$ cat src/cic_consts.svh
// Constants for the coprocessor issue control block and its far end.
// Assumes inclusion by bare name from files in the same folder.
`ifndef CIC_CONSTS_SVH
`define CIC_CONSTS_SVH
`define CIC_NUM_CP 8
`define CIC_CP_W 4
`define CIC_REG_W 4
`define CIC_RT_SP 4'hd
`define CIC_LSU_STALL 1
`define CIC_ERR_CODE 2'h3
`endif

$ cat src/cic_pkg.sv
// Types shared by both ends of the coprocessor issue link.
// Assumes cic_consts.svh is compiled alongside.
package cic_pkg;
	typedef enum logic [2:0] {
		CIC_OP_MCR = 3'h1,
		CIC_OP_MRC = 3'h2,
		CIC_OP_MCRR = 3'h3,
		CIC_OP_MRRC = 3'h4,
		CIC_OP_CDP = 3'h5,
		CIC_OP_CP_LOAD = 3'h6,
		CIC_OP_CP_STORE = 3'h7
	} cic_op_t;
	typedef enum logic [2:0] {
		CIC_ST_IDLE = 3'b001,
		CIC_ST_REQ = 3'b010,
		CIC_ST_WAIT = 3'b100
	} cic_state_t;
endpackage

$ cat src/cic_link_if.sv
// Link between the core issue control and the coprocessor end.
// Assumes one shared clock; the testbench joins both ends here.
`timescale 1ns/1ps
`default_nettype none
interface cic_link_if;
	logic req_valid;
	logic [2:0] cp_num;
	cic_pkg::cic_op_t op;
	logic nonsecure;
	logic privileged;
	logic [63:0] wdata;
	logic committed;
	logic resp_done;
	logic resp_wait;
	logic resp_error;
	logic [63:0] rdata;
	modport core(output req_valid, cp_num, op, nonsecure, privileged, wdata, committed,
		input resp_done, resp_wait, resp_error, rdata);
	modport copro(input req_valid, cp_num, op, nonsecure, privileged, wdata, committed,
		output resp_done, resp_wait, resp_error, rdata);
endinterface
`default_nettype wire

$ cat src/cic_core_end.sv
// Core-side coprocessor issue control: fault decode, load/store hazard, error.
// Assumes the pipeline presents one instruction at a time and honours issue_ready.
// Assumes fault_taken pulses once the exception logic has entered a pending fault.
// Summary of operation
// RULE_01: Coprocessor loads/stores on enabled CP0-7 fault undefined
// RULE_02: Stack pointer register field faults undefined
// RULE_03: Absent or disabled coprocessor gives no-coprocessor fault
// RULE_04: No debug path into coprocessor registers
// RULE_05: Coprocessor exposes registers on its own slave
// RULE_06: Coprocessor hides secure data from nonsecure debug; here only nonsecure MRRC is refused, and only while secure_debug_en is low
// RULE_07: No automatic coprocessor state save or restore
// RULE_08: Coprocessor refuses secure data to nonsecure handlers; here only MRRC is refused, a nonsecure MRC still returns the low word
// RULE_09: Error fault may be taken late, preempted
// RULE_10: One stall cycle after load/store before valid
// RULE_11: Hazard stall overlaps existing load-use stall
// RULE_12: Eight coprocessor numbers, 8 to 15 reserved
// RULE_13: Commit signalled; coprocessor may wait or error
// RULE_14: Back-to-back transfers, 32 or 64 bits per cycle; here a new request leaves at most every third cycle
// RULE_15: Error response pends an undefined fault
`timescale 1ns/1ps
`default_nettype none
`include "cic_consts.svh"
module cic_core_end #(
	parameter int NUM_CP = `CIC_NUM_CP
) (
	input wire logic clk,
	input wire logic reset_n,
	cic_link_if.core link,
	input wire logic instr_valid,
	input wire logic [3:0] instr_cp,
	input wire cic_pkg::cic_op_t instr_op,
	input wire logic [3:0] instr_rt,
	input wire logic [63:0] instr_wdata,
	input wire logic instr_nonsecure,
	input wire logic instr_privileged,
	input wire logic [7:0] cp_present,
	input wire logic [7:0] access_enable,
	input wire logic [7:0] nonsecure_enable,
	input wire logic lsu_done,
	input wire logic load_use_stall,
	input wire logic fault_taken,
	output logic issue_ready,
	output logic undefined_instruction_fault,
	output logic absent_coprocessor_fault,
	output logic fault_pending,
	output logic [63:0] result_data,
	output logic result_valid
);
	// Registered state toward the link and the pipeline
	typedef struct packed {
		cic_pkg::cic_state_t st;
		logic lsu_gap;
		logic req;
		logic [2:0] cp;
		cic_pkg::cic_op_t op;
		logic ns;
		logic priv;
		logic [63:0] wdata;
		logic ready;
		logic undef_f;
		logic absent_coprocessor_fault_f;
		logic pend;
		logic [63:0] res;
		logic res_v;
	} cic_core_t;
	cic_core_t cur_ff, nxt_cur;
	// Combinational decode results
	logic enabled;
	logic hazard;

	// Present and enabled for the current security state
	function automatic logic cp_usable(input logic [3:0] n, input logic ns,
		input logic [7:0] pres, input logic [7:0] acc, input logic [7:0] nsa);
		logic ok;
		ok = 1'b0;
		// Numbers at or above NUM_CP, reserved ones included, read as absent
		if (n < 4'(NUM_CP)) begin
			ok = pres[n[2:0]] && acc[n[2:0]] && (!ns || nsa[n[2:0]]); // RULE_12
		end
		return ok;
	endfunction

	// Coprocessor loads and stores have no path on this link
	function automatic logic is_mem_op(input cic_pkg::cic_op_t o);
		logic mem;
		mem = (o == cic_pkg::CIC_OP_CP_LOAD) || (o == cic_pkg::CIC_OP_CP_STORE);
		return mem;
	endfunction

	// Every form but the data-processing one carries a core register field
	function automatic logic uses_core_reg(input cic_pkg::cic_op_t o);
		logic xfer;
		xfer = (o != cic_pkg::CIC_OP_CDP);
		return xfer;
	endfunction

	// Decode, stall, issue and response handling in one pass
	always_comb begin
		// Pulses default low each cycle; levels hold unless changed below
		nxt_cur = cur_ff;
		nxt_cur.undef_f = 1'b0;
		nxt_cur.absent_coprocessor_fault_f = 1'b0;
		nxt_cur.res_v = 1'b0;
		enabled = cp_usable(instr_cp, instr_nonsecure, cp_present, access_enable,
			nonsecure_enable);
		// Gap flop decouples memory wait from request valid; it lives for the single
		// cycle after the access completes and then falls by itself, so an idle
		// pipeline is held off in the completion cycle and in the one cycle after it
		nxt_cur.lsu_gap = lsu_done && !load_use_stall; // RULE_10 RULE_11
		// Load-use stall already covers the gap, so no extra cycle is added
		hazard = (cur_ff.lsu_gap || lsu_done) && !load_use_stall; // RULE_10 RULE_11
		// Clear first; a fault raised below in the same cycle sets it again, so set wins
		if (fault_taken) begin
			nxt_cur.pend = 1'b0;
		end
		case (cur_ff.st)
			cic_pkg::CIC_ST_IDLE: begin
				nxt_cur.req = 1'b0;
				// Ready drops for the cycle after an access completes; the take
				// below also checks the hazard, so a late pipeline cannot slip in
				nxt_cur.ready = !(lsu_done && !load_use_stall); // RULE_10 RULE_11
				if (instr_valid && cur_ff.ready && !hazard) begin
					if (!enabled) begin
						// Absent or locked out is decided before any other decode
						nxt_cur.absent_coprocessor_fault_f = 1'b1; // RULE_03
						nxt_cur.pend = 1'b1;
					end else if (is_mem_op(instr_op)) begin
						// Loads and stores never reach the link
						nxt_cur.undef_f = 1'b1; // RULE_01
						nxt_cur.pend = 1'b1;
					end else if (uses_core_reg(instr_op) && instr_rt == `CIC_RT_SP) begin
						// Stack pointer as transfer register is refused outright
						nxt_cur.undef_f = 1'b1; // RULE_02
						nxt_cur.pend = 1'b1;
					end else begin
						// Issue: request and commit leave together next cycle
						nxt_cur.req = 1'b1; // RULE_13
						nxt_cur.cp = instr_cp[2:0];
						nxt_cur.op = instr_op;
						nxt_cur.ns = instr_nonsecure;
						nxt_cur.priv = instr_privileged;
						nxt_cur.wdata = instr_wdata;
						nxt_cur.ready = 1'b0;
						nxt_cur.st = cic_pkg::CIC_ST_REQ;
					end
				end
			end
			cic_pkg::CIC_ST_REQ: begin
				// Request stands one cycle; the far end answers in the next one
				nxt_cur.req = 1'b0;
				nxt_cur.st = cic_pkg::CIC_ST_WAIT;
			end
			cic_pkg::CIC_ST_WAIT: begin
				// Error first: the fault is only pended and may be taken late
				if (link.resp_error) begin
					nxt_cur.undef_f = 1'b1; // RULE_15 RULE_09
					nxt_cur.pend = 1'b1;
					nxt_cur.ready = 1'b1;
					nxt_cur.st = cic_pkg::CIC_ST_IDLE;
				end else if (link.resp_wait) begin
					// Interruptible wait: offer the same request again
					nxt_cur.req = 1'b1; // RULE_13
					nxt_cur.st = cic_pkg::CIC_ST_REQ;
				end else if (link.resp_done) begin
					// Result stands for one cycle only
					nxt_cur.res = link.rdata; // RULE_14
					nxt_cur.res_v = 1'b1;
					nxt_cur.ready = 1'b1;
					nxt_cur.st = cic_pkg::CIC_ST_IDLE;
				end
			end
			default: begin
				// Unreachable codes fall back to idle
				nxt_cur.st = cic_pkg::CIC_ST_IDLE;
			end
		endcase
	end

	// State holds no coprocessor registers; context is software's job
	// Reset values are constants only; op resets to data processing so the
	// link shows a harmless code until the first issue
	always_ff @(posedge clk or negedge reset_n) begin
		if (!reset_n) begin
			cur_ff <= '{st: cic_pkg::CIC_ST_IDLE, op: cic_pkg::CIC_OP_CDP, default: '0}; // RULE_07
		end else begin
			cur_ff <= nxt_cur;
		end
	end

	// Link outputs; committed rides with valid, no debug access path
	assign link.req_valid = cur_ff.req; // RULE_04
	assign link.committed = cur_ff.req;
	assign link.cp_num = cur_ff.cp;
	assign link.op = cur_ff.op;
	assign link.nonsecure = cur_ff.ns;
	assign link.privileged = cur_ff.priv;
	assign link.wdata = cur_ff.wdata;

	// Pipeline side: ready level, one-cycle fault and result pulses
	assign issue_ready = cur_ff.ready;
	assign undefined_instruction_fault = cur_ff.undef_f;
	assign absent_coprocessor_fault = cur_ff.absent_coprocessor_fault_f;
	// Pending level lasts until the exception logic takes the fault
	assign fault_pending = cur_ff.pend;
	assign result_data = cur_ff.res;
	assign result_valid = cur_ff.res_v;
endmodule
`default_nettype wire

$ cat src/flat_wrapper.sv
// flat-port wrapper written by rule: the top's interface ports become plain ports
module cic_core_end_flat 
#(
	parameter int NUM_CP = `CIC_NUM_CP
)
  (clk, reset_n, instr_valid, instr_cp, instr_op, instr_rt, instr_wdata, instr_nonsecure, instr_privileged, cp_present, access_enable, nonsecure_enable, lsu_done, load_use_stall, fault_taken, issue_ready, undefined_instruction_fault, absent_coprocessor_fault, fault_pending, result_data, result_valid, link_req_valid, link_cp_num, link_op, link_nonsecure, link_privileged, link_wdata, link_committed, link_resp_done, link_resp_wait, link_resp_error, link_rdata);
  cic_link_if link_i ();
  input wire logic clk;
  input wire logic reset_n;
  input wire logic instr_valid;
  input wire logic [3:0] instr_cp;
  input wire cic_pkg::cic_op_t instr_op;
  input wire logic [3:0] instr_rt;
  input wire logic [63:0] instr_wdata;
  input wire logic instr_nonsecure;
  input wire logic instr_privileged;
  input wire logic [7:0] cp_present;
  input wire logic [7:0] access_enable;
  input wire logic [7:0] nonsecure_enable;
  input wire logic lsu_done;
  input wire logic load_use_stall;
  input wire logic fault_taken;
  output logic issue_ready;
  output logic undefined_instruction_fault;
  output logic absent_coprocessor_fault;
  output logic fault_pending;
  output logic [63:0] result_data;
  output logic result_valid;
  output wire logic [$bits(link_i.req_valid)-1:0] link_req_valid;
  output wire logic [$bits(link_i.cp_num)-1:0] link_cp_num;
  output wire logic [$bits(link_i.op)-1:0] link_op;
  output wire logic [$bits(link_i.nonsecure)-1:0] link_nonsecure;
  output wire logic [$bits(link_i.privileged)-1:0] link_privileged;
  output wire logic [$bits(link_i.wdata)-1:0] link_wdata;
  output wire logic [$bits(link_i.committed)-1:0] link_committed;
  input wire logic [$bits(link_i.resp_done)-1:0] link_resp_done;
  input wire logic [$bits(link_i.resp_wait)-1:0] link_resp_wait;
  input wire logic [$bits(link_i.resp_error)-1:0] link_resp_error;
  input wire logic [$bits(link_i.rdata)-1:0] link_rdata;
  assign link_req_valid = link_i.req_valid;
  assign link_cp_num = link_i.cp_num;
  assign link_op = link_i.op;
  assign link_nonsecure = link_i.nonsecure;
  assign link_privileged = link_i.privileged;
  assign link_wdata = link_i.wdata;
  assign link_committed = link_i.committed;
  assign link_i.resp_done = link_resp_done;
  assign link_i.resp_wait = link_resp_wait;
  assign link_i.resp_error = link_resp_error;
  assign link_i.rdata = link_rdata;
  cic_core_end #(.NUM_CP(NUM_CP)) u_core (.clk(clk), .reset_n(reset_n), .link(link_i), .instr_valid(instr_valid), .instr_cp(instr_cp), .instr_op(instr_op), .instr_rt(instr_rt), .instr_wdata(instr_wdata), .instr_nonsecure(instr_nonsecure), .instr_privileged(instr_privileged), .cp_present(cp_present), .access_enable(access_enable), .nonsecure_enable(nonsecure_enable), .lsu_done(lsu_done), .load_use_stall(load_use_stall), .fault_taken(fault_taken), .issue_ready(issue_ready), .undefined_instruction_fault(undefined_instruction_fault), .absent_coprocessor_fault(absent_coprocessor_fault), .fault_pending(fault_pending), .result_data(result_data), .result_valid(result_valid));
endmodule
$ cat config.mk
export PLATFORM = sky130hd
export DESIGN_NAME = cic_core_end_flat
export DESIGN_NICKNAME = d
export VERILOG_FILES = /design/src/cic_pkg.sv /design/src/cic_link_if.sv /design/src/cic_core_end.sv /design/src/flat_wrapper.sv
export VERILOG_INCLUDE_DIRS = /design/src
export SDC_FILE = /design/constraint.sdc
export NUM_CORES = 1
export LEC_CHECK = 0
export BUFFER_PORTS_ARGS = -buffer_cell sky130_fd_sc_hd__buf_4
export CORE_MARGIN = 2
export CORE_UTILIZATION = 47
export CTS_BUF_LIST = sky130_fd_sc_hd__clkbuf_4 sky130_fd_sc_hd__clkbuf_8 sky130_fd_sc_hd__clkbuf_16
export DETAILED_ROUTE_END_ITERATION = 6
export HOLD_SLACK_MARGIN = 0.05
export MAX_ROUTING_LAYER = met4
export PLACE_DENSITY = 0.8
export SLEW_MARGIN = 20
export SYNTH_ARGS = -nofsm -noshare
export SYNTH_HDL_FRONTEND = slang
export SYNTH_SLANG_ARGS = --single-unit
$ cat constraint.sdc
create_clock -name clk -period 2.7 [get_ports clk]
set_clock_uncertainty 0.15 [all_clocks]
set_input_delay 0 -clock clk [delete_from_list [all_inputs] [get_ports clk]]
set_output_delay 0 -clock clk [all_outputs]
set_load 0.1 [all_outputs]
==> results.cfg <==
[worst_setup_path]
critical-path-slowest-cell = dfrtp_1
cell_type_with_the_highest_occurrence_count_on_the_critical_path = buf_12
critPathArrivalTime_ns = 2.73
critical_path.startpoint_type = flip-flop
crit_path_end_kind = flip-flop
worst-path-max-fanout = 27
cp.required_ns = 2.85
timing.critical_path.cells = nor2_1, o2111ai_1, or3_1, nor3_4, buf_12, buf_12, mux2_2
setup_cp_type = reg -> reg
critical_path.max_stage_delay_ns = 0.45

[synth]
ys_seq_area_frac = 0.524
postSynthAreaPerCell_um2 = 13.8
synth_cell_type_count = 34
synth.top_cells.by_area = dfrtp_1, buf_4, mux2_2
dominantRegCellSynth = dfrtp_1
cell_count_after_synthesis = 504
synth.cell_area_um2 = 6970
post_synth_most_frequent_cells = dfrtp_1, buf_4, mux2_2
synthesis.yosys.warnings = 0
netlist.top_cell.by_area = dfrtp_1
synth_most_common_cell = dfrtp_1
synth_enable_flop_cells = 0
yosys.area.top_type_share = 0.513
synth.net_count = 678
async_flop_share = 1.00
ys_seq_elements = 146

[timing]
final.hold.worst_slack_ns = 0.0875
finalMaxSlewViolations = 0
fmax_mhz = 388
rsz_0062_raised_after_global_routing = no
min_period_ns = 2.57
worst_pin_slew_ns = 0.413
setup_viol = 0
setup_tns_ns = 0
final_min_period_over_clock_period = 0.954
slew_headroom = 0.725
final_count_of_hold_timing_violations = 0

[grt]
grt_pass1_wl_um = 31200
global_route.overflow_total = 0
gr-usage-all-layers = 0.262
grt_pass1_vias = 5860
grt_antenna_before_repair = 1
grt_start_max_net_pins = 61

[cells_and_area]
fillerInstances = 861
syn2layout_area_growth_pct = 53.8
design_area_um2 = 10700
post_route_cells_drive_above_1_share = 0.587
nets = 1021

[placed_design]
hpwlAfterDp_um = 11600
port_buffers = 316
gpl.final_weighted_congestion = 0.789
dpl_cell_area_um2 = 8590

[hold_path]
worstHoldPathType = in -> reg

[route]
final_antenna_net_count = 0
drc_errors = 0
vias = 5085
vias_per_cell = 4.87
drt_first_iter_violations = 247
post_drt_wl_per_cell_um = 19.0
routed_wirelength_um = 19800
first_pass_iters = 4

[floorplanning]
rows = 44
floorplan.core_area_um2 = 14500
fp.dieW_um = 126
floorplan.initialDensity = 0.480
dieHeight_um = 126
ios = 317
fp.dieArea_um2 = 15800

[clock_tree]
root_buffer = clkbuf_16
cts_inserted_buffers = 17
clock_tree_buffer_depth = 2
clock_sink_count = 146
worst_setup_hold_path_clk_slew_ns = 0.06
cts_h_tree_depth = 4
insertion_delay_ns = 0.41
cts_tree = built

[run]
max_cap_violations = 0

[power_and_ir_drop]
vdd.ir_drop.worst_mv = 0.760
power-per-cell-area_nw_per_um2 = 955
p_leak_nw = 5.48

[status]
status = finished, final reports clean
==> layer usage <==
layer	track usage	up-vias	routed length, µm
met1	0.281	2487	7380
met5	-	-	0
met2	0.459	260	10500
met4	0.121	0	790
li1	-	2275	-
met3	0.0599	63	1110
==> kinds of logic after synthesis <==
group,after synthesis,share of synthesized area
muxes,140,0.257
buffers and inverters,156,0.166
and+or+nand+nor,41,0.0305
DFF,146,0.524
AOI/OAI and AO/OA,21,0.0221
==> power by group <==
group / leakage, nW / switching (mW) / internal (mW) / total (mW)
combinational: 3.29 / 3.63 / 1.33 / 4.95
sequential: 1.91 / 0.287 / 2.61 / 2.90
clock: 0.280 / 0.963 / 1.43 / 2.39
==> worst max-delay path: cells and delay by family, from the launching register on <==
| kind | cells | cell delay, ns |
|---|---|---|
| AOI/OAI and AO/OA | 1 | 0.23 |
| buffers and inverters | 2 | 0.45 |
| DFF | 1 | 0.45 |
| muxes | 1 | 0.36 |
| and+or+nand+nor | 3 | 0.79 |
==> per-stage QoR <==
stage / std cells / utilization / setup slack [ns] / power (mW)
final: 1045 / 0.738 / 0.125 / 10.2
after global routing: 1045 / 0.738 / 0.0113 / 10.5
after CTS: 1044 / 0.737 / 0.0937 / 10.2
after detailed placement: 862 / 0.591 / 0.188 / 7.63
after global placement: 862 / 0.591 / 0.239 / 7.57
after floorplan: 504 / - / 0.212 / 7.12
==> state kept, by name (all words and copies together) (netlist names) <==
register / cells
u_core.undefined_instruction_fault: 1
u_core.result_valid: 1
u_core.link.nonsecure: 1
u_core.link.cp_num: 3
u_core.link.op: 3
u_core.cur_ff: 4
u_core.link.wdata: 64
u_core.link.privileged: 1
u_core.absent_coprocessor_fault: 1
u_core.result_data: 64
u_core.fault_pending: 1
u_core.issue_ready: 1
u_core.link.committed: 1
==> path summary, 6_finish.rpt <==
path / start / end / slack (ns) / cells past startpoint
max: u_core.cur_ff[145] / u_core.link.wdata[29] / 0.13 / 7
min: lsu_done / u_core.link.committed / 0.09 / 5
max reg2reg: u_core.cur_ff[145] / u_core.link.wdata[29] / 0.13 / 7
min reg2reg: u_core.result_data[17] / u_core.result_data[17] / 0.36 / 1
max in group asynchronous: reset_n / u_core.link.wdata[31] / 1.41 / 4
min in group asynchronous: reset_n / u_core.link.op[0] / 0.56 / 3
==> cell type report <==
type | count | area [µm²] | share of cell area
diodes | 1 | 2.50 | 0.000233
flip-flops and latches | 146 | 3660 | 0.341
well taps | 184 | 230 | 0.0215
clock inverters | 13 | 150 | 0.0140
inverters | 4 | 15.0 | 0.00140
clock buffers | 19 | 453 | 0.0422
multi-input cells | 202 | 2170 | 0.202
repair buffers | 476 | 4050 | 0.377
==> timing repair <==
item,in CTS,in global routing
endpoints found under the setup margin,0,1
hold endpoints to repair,290,0
setup buffers,0,0
hold buffers,150,0
resized for setup,0,1
==> cells in the final DEF, fill, tap and decap left out, types with 5 or more instances in the layout <==
cell / synthesis / final
nand3_1: 5 / 5
nand2_1: 9 / 8
clkbuf_16: 0 / 17
nor2_1: 10 / 10
inv_6: 0 / 5
clkinvlp_4: 0 / 5
o21ai_0: 6 / 6
mux2_4: 58 / 58
buf_4: 135 / 319
mux2_2: 78 / 78
buf_12: 0 / 6
dfrtp_1: 143 / 142
dlygate4sd3_1: 0 / 149
Power figures use the tool's default switching activity.
